--- src/include/disk_fmt_pkg.sv ---
// Purpose: Shared constants and types for the sector formatter.
// Assumes: 16-bit parcels, 250 MHz clock.
// Notes:   ID field layout and gap length are fixed here.
package disk_fmt_pkg;

  // Widths
  localparam int PARCEL_W = 16;
  localparam int CNT_W    = 12;
  localparam int IDX_W    = 11;
  localparam int DEF_W    = 10;

  // Sector geometry
  localparam int SECTOR_BYTES = 4096;
  localparam int PARCEL_BYTES = 2;
  localparam int PAD_BYTES    = 18;
  localparam logic [CNT_W-1:0] DATA_PARCELS =
    CNT_W'(SECTOR_BYTES / PARCEL_BYTES);
  localparam logic [3:0] PAD_PARCELS = 4'(PAD_BYTES / PARCEL_BYTES);
  localparam logic [1:0] WORD_TO_PARCEL = 2'h0; // Four parcels per word

  // ID field limits; the defect value marks an unflawed data area
  localparam logic [DEF_W-1:0] DEFECT_NONE = 10'h204;
  localparam logic [11:0]      CYL_MAX     = 12'hA32;
  localparam logic [4:0]       HEAD_MAX    = 5'h12;
  localparam logic [3:0]       SECT_MAX    = 4'hA;

  // Gap between ID and data command
  localparam int CLK_NS     = 4;
  localparam int GAP_NS     = 40;
  localparam int GAP_CYCLES = (GAP_NS + CLK_NS - 1) / CLK_NS;
  localparam logic [3:0] GAP_LOAD = 4'(GAP_CYCLES);

  typedef enum logic [2:0] {
    FLD_TIMING  = 3'h0,
    FLD_ID      = 3'h1,
    FLD_DATA    = 3'h2,
    FLD_ECC     = 3'h3,
    FLD_SWALLOW = 3'h4
  } field_e;

  typedef enum logic [7:0] {
    ST_IDLE  = 8'h01,
    ST_GAP   = 8'h02,
    ST_WDATA = 8'h04,
    ST_WPAD  = 8'h08,
    ST_WECC  = 8'h10,
    ST_RDATA = 8'h20,
    ST_RSKIP = 8'h40,
    ST_RECC  = 8'h80
  } state_e;

  // Eight-byte identifier, msb first
  typedef struct packed {
    logic             spare;
    logic [11:0]      cylinder;
    logic             write_lock_bit;
    logic             read_lock_bit;
    logic [4:0]       head;
    logic [3:0]       sector;
    logic             known_hideable_flag;
    logic             unmaskable_flaw_flag;
    logic             id_flaw_flag;
    logic [DEF_W-1:0] defect;
    logic [26:0]      filler;
  } sector_id_s;

  typedef struct packed {
    logic wr_start;
    logic rd_start;
    logic wr_lock_override;
    logic rd_lock_override;
  } ctl_s;

  typedef struct packed {
    logic                refused;
    logic                id_error;
    logic                addr_bad;
    logic                data_error;
    logic                done;
    logic [PARCEL_W-1:0] corr_mask;
    logic [IDX_W-1:0]    corr_index;
  } stat_s;

  typedef struct packed {
    logic [PARCEL_W-1:0] p;
    logic [PARCEL_W-1:0] q;
  } ecc_s;

  typedef struct packed {
    state_e              st;
    field_e              field;
    sector_id_s          id;
    logic [CNT_W-1:0]    pcount;
    logic [DEF_W-1:0]    defect;
    logic [3:0]          dcount;
    logic [3:0]          gap;
    logic                pad_on;
    logic                padded;
    logic                wr_mode;
    logic                ecc_half;
    logic [PARCEL_W-1:0] last;
    logic [PARCEL_W-1:0] stored_p;
    logic                drv_valid;
    logic [PARCEL_W-1:0] drv_data;
    logic                rd_valid;
    logic [PARCEL_W-1:0] rd_data;
    stat_s               stat;
  } fmt_state_s;

  localparam fmt_state_s FMT_RESET =
    '{st: ST_IDLE, field: FLD_TIMING, default: '0};

endpackage

--- src/parcel_ecc.sv ---
// Purpose: Running check code over a stream of parcels.
// Assumes: At most 2048 parcels per field.
// Notes:   Column parity plus index code locates one flipped bit.
`timescale 1ns/100ps
`default_nettype none
module parcel_ecc (
  input  wire logic                             clk,
  input  wire logic                             rst_n,
  input  wire logic                             ce,
  input  wire logic                             clear,
  input  wire logic                             en,
  input  wire logic [disk_fmt_pkg::PARCEL_W-1:0] data,
  input  wire logic [disk_fmt_pkg::IDX_W-1:0]    index,
  output logic      [disk_fmt_pkg::PARCEL_W-1:0] p,
  output logic      [disk_fmt_pkg::PARCEL_W-1:0] q
);

  disk_fmt_pkg::ecc_s s;
  disk_fmt_pkg::ecc_s next_s;

  // Odd-parity parcels fold their index into q
  always_comb begin
    next_s = s;
    if (clear) begin
      next_s = '0;
    end else if (en) begin
      next_s.p = s.p ^ data;
      next_s.q = s.q ^ ({5'h00, index} & {disk_fmt_pkg::PARCEL_W{^data}});
    end
  end

  always_ff @(posedge clk) begin
    if (!rst_n) begin
      s <= '0;
    end else if (ce) begin
      s <= next_s;
    end
  end

  assign p = s.p;
  assign q = s.q;

endmodule
`default_nettype wire

--- src/disk_sector_defect_pad_writer.sv ---
// Purpose: Sector formatter with defect pad insert and removal.
// Assumes: Drive and buffer sides run on clk; one operation at a time.
// Notes:   ID must be loaded before a start; status pulses are one cycle.
`timescale 1ns/100ps
`default_nettype none
module disk_sector_defect_pad_writer (
  input  wire logic                              clk,
  input  wire logic                              rst_n,
  input  wire logic                              ce,
  input  wire disk_fmt_pkg::ctl_s                ctl,
  input  wire logic                              id_valid,
  input  wire logic [63:0]                       id_word,
  input  wire logic [31:0]                       id_code,
  input  wire logic                              up_valid,
  input  wire logic [disk_fmt_pkg::PARCEL_W-1:0] up_data,
  output logic                                   up_ready,
  output logic                                   drv_valid,
  output logic      [disk_fmt_pkg::PARCEL_W-1:0] drv_data,
  input  wire logic                              drv_ready,
  input  wire logic                              din_valid,
  input  wire logic [disk_fmt_pkg::PARCEL_W-1:0] din_data,
  output logic                                   din_ready,
  output logic                                   rd_valid,
  output logic      [disk_fmt_pkg::PARCEL_W-1:0] rd_data,
  output disk_fmt_pkg::field_e                   field,
  output logic                                   busy,
  output disk_fmt_pkg::stat_s                    stat
);

  disk_fmt_pkg::fmt_state_s s;
  disk_fmt_pkg::fmt_state_s next_s;
  disk_fmt_pkg::sector_id_s id_in;
  logic                              slot;
  logic                              pad_due;
  logic [disk_fmt_pkg::CNT_W-1:0]    pad_start;
  logic                              ecc_clr;
  logic                              ecc_en;
  logic [disk_fmt_pkg::PARCEL_W-1:0] ecc_data;
  logic [disk_fmt_pkg::PARCEL_W-1:0] ecc_p;
  logic [disk_fmt_pkg::PARCEL_W-1:0] ecc_q;
  logic [disk_fmt_pkg::PARCEL_W-1:0] syn_p;
  logic [disk_fmt_pkg::PARCEL_W-1:0] syn_q;

  // Check code of the four identifier parcels, p in the upper half
  function automatic logic [31:0] id_code_of(input logic [63:0] w);
    logic [15:0] p;
    logic [15:0] q;
    p = '0;
    q = '0;
    for (int i = 0; i < 4; i++) begin
      p = p ^ w[16*i +: 16];
      q = q ^ (16'(i) & {16{^w[16*i +: 16]}});
    end
    return {p, q};
  endfunction

  // Address out of the legal ranges
  function automatic logic addr_bad(input disk_fmt_pkg::sector_id_s id);
    return (id.cylinder > disk_fmt_pkg::CYL_MAX) ||
           (id.head > disk_fmt_pkg::HEAD_MAX) ||
           (id.sector > disk_fmt_pkg::SECT_MAX);
  endfunction

  // One code engine serves both directions; only one runs at a time
  parcel_ecc u_ecc (
    .clk   (clk),
    .rst_n (rst_n),
    .ce    (ce),
    .clear (ecc_clr),
    .en    (ecc_en),
    .data  (ecc_data),
    .index (s.pcount[disk_fmt_pkg::IDX_W-1:0]),
    .p     (ecc_p),
    .q     (ecc_q)
  );

  assign id_in = disk_fmt_pkg::sector_id_s'(id_word);
  // Word number to parcel number
  assign pad_start = {s.defect, disk_fmt_pkg::WORD_TO_PARCEL};
  assign pad_due = s.pad_on && !s.padded &&
                   (s.pcount == pad_start);
  assign slot = !s.drv_valid || drv_ready;
  assign syn_p = ecc_p ^ s.stored_p;
  assign syn_q = ecc_q ^ din_data;

  // Next state of the whole formatter
  always_comb begin
    next_s = s;
    next_s.stat.refused = 1'b0;
    next_s.stat.id_error = 1'b0;
    next_s.stat.data_error = 1'b0;
    next_s.stat.done = 1'b0;
    next_s.rd_valid = 1'b0;
    up_ready = 1'b0;
    din_ready = 1'b0;
    ecc_clr = 1'b0;
    ecc_en = 1'b0;
    ecc_data = s.wr_mode ? up_data : din_data;
    if (s.drv_valid && drv_ready) begin
      next_s.drv_valid = 1'b0;
    end
    // Identifier capture and check, only while idle
    if (id_valid && s.st == disk_fmt_pkg::ST_IDLE) begin
      next_s.id = id_in;
      next_s.stat.id_error = id_code_of(id_word) != id_code;
      next_s.stat.addr_bad = addr_bad(id_in);
    end
    case (s.st)
      disk_fmt_pkg::ST_IDLE: begin
        if (ctl.wr_start || ctl.rd_start) begin
          // Locked sectors without their override, and unusable sectors, are refused outright
          if ((ctl.wr_start && s.id.write_lock_bit &&
               !ctl.wr_lock_override) ||
              (ctl.rd_start && s.id.read_lock_bit &&
               !ctl.rd_lock_override) ||
              s.id.unmaskable_flaw_flag || s.id.id_flaw_flag) begin
            next_s.stat.refused = 1'b1;
          end else begin
            next_s.wr_mode = ctl.wr_start;
            next_s.defect = s.id.defect;
            next_s.pcount = '0;
            next_s.pad_on = s.id.known_hideable_flag &&
              (s.id.defect != disk_fmt_pkg::DEFECT_NONE);
            next_s.padded = 1'b0;
            next_s.last = '0;
            next_s.ecc_half = 1'b0;
            next_s.gap = disk_fmt_pkg::GAP_LOAD;
            next_s.st = disk_fmt_pkg::ST_GAP;
            ecc_clr = 1'b1;
          end
        end
      end
      disk_fmt_pkg::ST_GAP: begin
        // Drive needs time to take the data command
        if (s.gap == 4'h1) begin
          next_s.st = s.wr_mode ? disk_fmt_pkg::ST_WDATA
                                : disk_fmt_pkg::ST_RDATA;
        end else begin
          next_s.gap = s.gap - 4'h1;
        end
      end
      disk_fmt_pkg::ST_WDATA: begin
        if (pad_due) begin
          next_s.st = disk_fmt_pkg::ST_WPAD;
          next_s.dcount = disk_fmt_pkg::PAD_PARCELS;
        end else if (s.pcount == disk_fmt_pkg::DATA_PARCELS) begin
          next_s.st = disk_fmt_pkg::ST_WECC;
        end else if (slot) begin
          up_ready = ce;
          if (up_valid) begin
            next_s.drv_valid = 1'b1;
            next_s.drv_data = up_data;
            next_s.last = up_data;
            next_s.pcount = s.pcount + 12'h001;
            ecc_en = 1'b1;
          end
        end
      end
      disk_fmt_pkg::ST_WPAD: begin
        // Upstream stays stalled; last parcel repeats into the swallow
        if (s.dcount == 4'h0) begin
          next_s.padded = 1'b1;
          next_s.st = disk_fmt_pkg::ST_WDATA;
        end else if (slot) begin
          next_s.drv_valid = 1'b1;
          next_s.drv_data = s.last;
          next_s.dcount = s.dcount - 4'h1;
        end
      end
      disk_fmt_pkg::ST_WECC: begin
        // Code goes out as two parcels, p then q
        if (slot) begin
          next_s.drv_valid = 1'b1;
          next_s.drv_data = s.ecc_half ? ecc_q : ecc_p;
          next_s.ecc_half = 1'b1;
          if (s.ecc_half) begin
            next_s.stat.done = 1'b1;
            next_s.st = disk_fmt_pkg::ST_IDLE;
          end
        end
      end
      disk_fmt_pkg::ST_RDATA: begin
        if (pad_due) begin
          next_s.st = disk_fmt_pkg::ST_RSKIP;
          next_s.dcount = disk_fmt_pkg::PAD_PARCELS;
        end else if (s.pcount == disk_fmt_pkg::DATA_PARCELS) begin
          next_s.st = disk_fmt_pkg::ST_RECC;
        end else begin
          din_ready = ce;
          if (din_valid) begin
            next_s.rd_valid = 1'b1;
            next_s.rd_data = din_data;
            next_s.pcount = s.pcount + 12'h001;
            ecc_en = 1'b1;
          end
        end
      end
      disk_fmt_pkg::ST_RSKIP: begin
        // Pad parcels are taken from the drive and dropped
        if (s.dcount == 4'h0) begin
          next_s.padded = 1'b1;
          next_s.st = disk_fmt_pkg::ST_RDATA;
        end else begin
          din_ready = ce;
          if (din_valid) begin
            next_s.dcount = s.dcount - 4'h1;
          end
        end
      end
      disk_fmt_pkg::ST_RECC: begin
        din_ready = ce;
        if (din_valid && !s.ecc_half) begin
          next_s.stored_p = din_data;
          next_s.ecc_half = 1'b1;
        end else if (din_valid) begin
          // Syndromes give bit mask and parcel index of one bad bit
          next_s.stat.data_error = |{syn_p, syn_q};
          next_s.stat.corr_mask = syn_p;
          next_s.stat.corr_index = syn_q[disk_fmt_pkg::IDX_W-1:0];
          next_s.stat.done = 1'b1;
          next_s.st = disk_fmt_pkg::ST_IDLE;
        end
      end
      default: begin
        next_s.st = disk_fmt_pkg::ST_IDLE;
      end
    endcase
    // Field currently on the drive side
    case (next_s.st)
      disk_fmt_pkg::ST_WDATA,
      disk_fmt_pkg::ST_RDATA: next_s.field = disk_fmt_pkg::FLD_DATA;
      disk_fmt_pkg::ST_WPAD,
      disk_fmt_pkg::ST_RSKIP: next_s.field = disk_fmt_pkg::FLD_SWALLOW;
      disk_fmt_pkg::ST_WECC,
      disk_fmt_pkg::ST_RECC: next_s.field = disk_fmt_pkg::FLD_ECC;
      disk_fmt_pkg::ST_IDLE: begin
        next_s.field = id_valid ? disk_fmt_pkg::FLD_ID
                                : disk_fmt_pkg::FLD_TIMING;
      end
      default: next_s.field = disk_fmt_pkg::FLD_TIMING;
    endcase
  end

  // Single state register, frozen while ce is low
  always_ff @(posedge clk) begin
    if (!rst_n) begin
      s <= disk_fmt_pkg::FMT_RESET;
    end else if (ce) begin
      s <= next_s;
    end
  end

  // Valids gated by ce so a frozen cycle never counts as a transfer
  assign drv_valid = s.drv_valid && ce;
  assign drv_data  = s.drv_data;
  assign rd_valid  = s.rd_valid && ce;
  assign rd_data   = s.rd_data;
  assign field     = s.field;
  assign busy      = s.st != disk_fmt_pkg::ST_IDLE;
  assign stat      = s.stat;
endmodule
`default_nettype wire

--- config.mk ---
export PLATFORM = sky130hd
export DESIGN_NAME = disk_sector_defect_pad_writer
export DESIGN_NICKNAME = d
export VERILOG_FILES = /design/src/include/disk_fmt_pkg.sv /design/src/parcel_ecc.sv /design/src/disk_sector_defect_pad_writer.sv
export SDC_FILE = /design/constraint.sdc
export NUM_CORES = 1
export LEC_CHECK = 0
export BUFFER_PORTS_ARGS = -buffer_cell sky130_fd_sc_hd__buf_2
export CELL_PAD_IN_SITES_DETAIL_PLACEMENT = 1
export CELL_PAD_IN_SITES_GLOBAL_PLACEMENT = 2
export CORE_UTILIZATION = 33
export DETAILED_ROUTE_END_ITERATION = 10
export HOLD_SLACK_MARGIN = 0.15
export PLACE_DENSITY = 0.87
export SYNTH_ARGS = -nofsm -noshare
export SYNTH_HDL_FRONTEND = slang
export SYNTH_HIERARCHICAL = 1
export SYNTH_SLANG_ARGS = --single-unit
--- constraint.sdc ---
create_clock -name clk -period 4.4 [get_ports clk]
set_clock_uncertainty 0.15 [all_clocks]
set_input_delay 0.22 -clock clk [delete_from_list [all_inputs] [get_ports clk]]
set_output_delay 0.22 -clock clk [all_outputs]
set_load 0.02 [all_outputs]
==> run metrics <==
unrepaired setup endpoints after global routing no; Final Max Slew Viols 0; Gate Count Post-Synth 1258; Worst EP arrival 3.88 ns; multi-input logic area 6200 µm²; sequential standard cell area 3700 µm²; DR iter-0 viols 437; Total GRT Usage 20.8%; most numerous cell on the critical path dlygate4sd3_1; CP Buf/Inv Count 6; total grt overflow 0; Worst Setup End Kind register; Ports 211; Fill cells 3830; Buffers on Ports 210; post-synth top area share 34.2%; Max FO, Critical Path 20; clock-pin slew on the worst setup and hold paths 0.08 ns; Area Overhead vs Synth 18.3%; Synth Flop Type dfxtp_1; DP Wirelength 25000 µm; CTS tree built; worst setup path category in -> reg; largest net degree at the start of global routing 85; PwrDens 324 nW/µm²; Max Cap Viol 0; final hold slack 0.171 ns; Placer Congestion 0.878; yosys warns 6; Via density 5.08; P_leak 4.86 nW; core area 32000 µm²; Final setup violation count 0; layout cells sized above 1 22.0%; FF+latch count, synth 185; Clock Tree Root clkbuf_16; Worst path slowest cell dlygate4sd3_1; f_max 0.270 GHz; Synth Area per Inst 8.61 µm²; Post-Syn Area 10800 µm²; CP cell instances dlygate4sd3_1, buf_2, buf_4, nor2b_1, nor3_1, nand4_1, dlygate4sd3_1, nor4_1, dlygate4sd3_1, a31oi_1, dlygate4sd3_1; Initial Utilization 33.9%; Placement Setup Slack 0.936 ns; final worst-path cycle share 84.0%; Final ANT Viol Nets 0; FP Rows 65; register area share after synthesis 34.2%; Die X 183 µm; final hold viol count 0; async set-reset flop share out of synthesis 0%; Post-layout nets 1568; crit-path max cell delay 0.59 ns; height of the die 183 µm; EDFF count, synth 0; clock buffer depth 2; number of CTS-inserted buffers 17; min Tclk post-route 3.70 ns; die area 33500 µm²; commonest cells after routing, fill and taps aside buf_2, dfxtp_1, xnor2_1; initial antenna violation count 0; DRT Wirelength 34400 µm; Yosys top cell by area dfxtp_1; min-delay worst type in -> reg; drt first pass iters 4; Max-slew headroom 29.6%; vias 9475; Skew-Pair Late Insertion Delay 0.44 ns; status completed; Post-CTS Resized 0; Worst-Margin Slew 1.05 ns; CTS HTree Levels 4; Distinct cells, synth 78; Worst setup SP type input port; most common cell after layout, fill and taps aside buf_2; setup ws final 0.702 ns; total negative slack 0 ns; CP top delay family buffers and inverters; clock sinks 185; Synth area leaders dfxtp_1, xnor2_1, buf_4; CP Data Required Time 4.59 ns; Inserted Diodes 0; DRC violations left 0; vias in the first global route 10100; first-pass GRT wire length 54400 µm; Max VDD drop 0.311 mV; Avg WL per Cell 18.4 µm
## per-layer routing
| layer | up-vias | share of wire (%) | global-route usage, % |
|---|---|---|---|
| met5 | - | 0 | 0 |
| met3 | 61 | 3.2 | 3.08 |
| met2 | 224 | 50 | 37.5 |
| met4 | 0 | 3.0 | 7.97 |
| li1 | 4581 | - | - |
| met1 | 4609 | 43 | 24.6 |
## cell type report
class	count	share of cell area (%)
clock inverters	13	1.07
repair buffers	280	13.5
clock buffers	18	3.35
inverters	17	0.508
flip-flops and latches	185	28.9
multi-input cells	917	48.4
well taps	435	4.25
## timing repair
item	in CTS	in global routing
setup buffers	0	0
hold buffers	59	0
endpoints found under the hold margin	96	0
## path summary, 6_finish.rpt
kind              cells past startpoint   start  slack, ns         end
setup / recovery                     11      ce       0.70    stat[30]
hold / removal                        2   rst_n       0.17      s[199]
setup reg to reg                      8  s[204]       0.91  u_ecc/q[5]
hold reg to reg                       2  s[182]       0.31      s[182]
## cells in the mapped netlist (all sizes together) (2+ instances only)
library cell and count:
dfxtp 185, xnor2 157, nor2 150, nand2 140
buf 107, a21oi 61, mux2i 51, clkbuf 36
xor2 36, a211oi 32, o211ai 27, o21ai 27
nor4 21, nor3 20, a22oi 18, inv 17
nand3 17, nand4 17, mux2 16, o211a 16
ha 11, or4 10, a31oi 8, nor2b 8
and2 7, nand2b 6, nor4b 6, o22ai 4
o31ai 4, or3 4, and3 3, and3b 3
nor3b 3, o31a 3, or2 3, a211o 2
nand4b 2, o21a 2
## registers in the layout, summed over array words and instances, names as in the netlist
register,flops
s,81
u_ecc/p,16
stat,32
drv_data,16
field,3
rd_data,16
pad_start,10
u_ecc/q,11
## report_power, final
| part | internal [W] | switching [W] | total (W) |
|---|---|---|---|
| sequential | 0.00171 | 0.0000461 | 0.00176 |
| clock | 0.000750 | 0.000758 | 0.00151 |
| combinational | 0.000376 | 0.000519 | 0.000895 |
| total | 0.00284 | 0.00132 | 0.00416 |
## logic make-up after synthesis
kind of cell | synth area share (%)
AND/OR/NAND/NOR | 19.6
AO/OA/AOI/OAI | 13.9
XOR/XNOR | 15.8
flip-flops | 34.2
buffers and inverters | 8.79
multiplexers | 6.38
adder cells (fa/ha/maj) | 1.27
other | 0.0346
## per-stage QoR
stage | instances | utilization [%] | total power [W] | cell area [µm²]
global placement | 1775 | 36.5 | 0.00263 | 11700
detailed placement | 1775 | 36.5 | 0.00265 | 11700
CTS | 1865 | 40.1 | 0.00419 | 12800
finish | 1865 | 40.1 | 0.00416 | 12800
floorplan | 1262 | - | 0.00240 | 10800
global route | 1865 | 40.1 | 0.00434 | 12800
No activity file was read; power rests on OpenSTA's default activity.
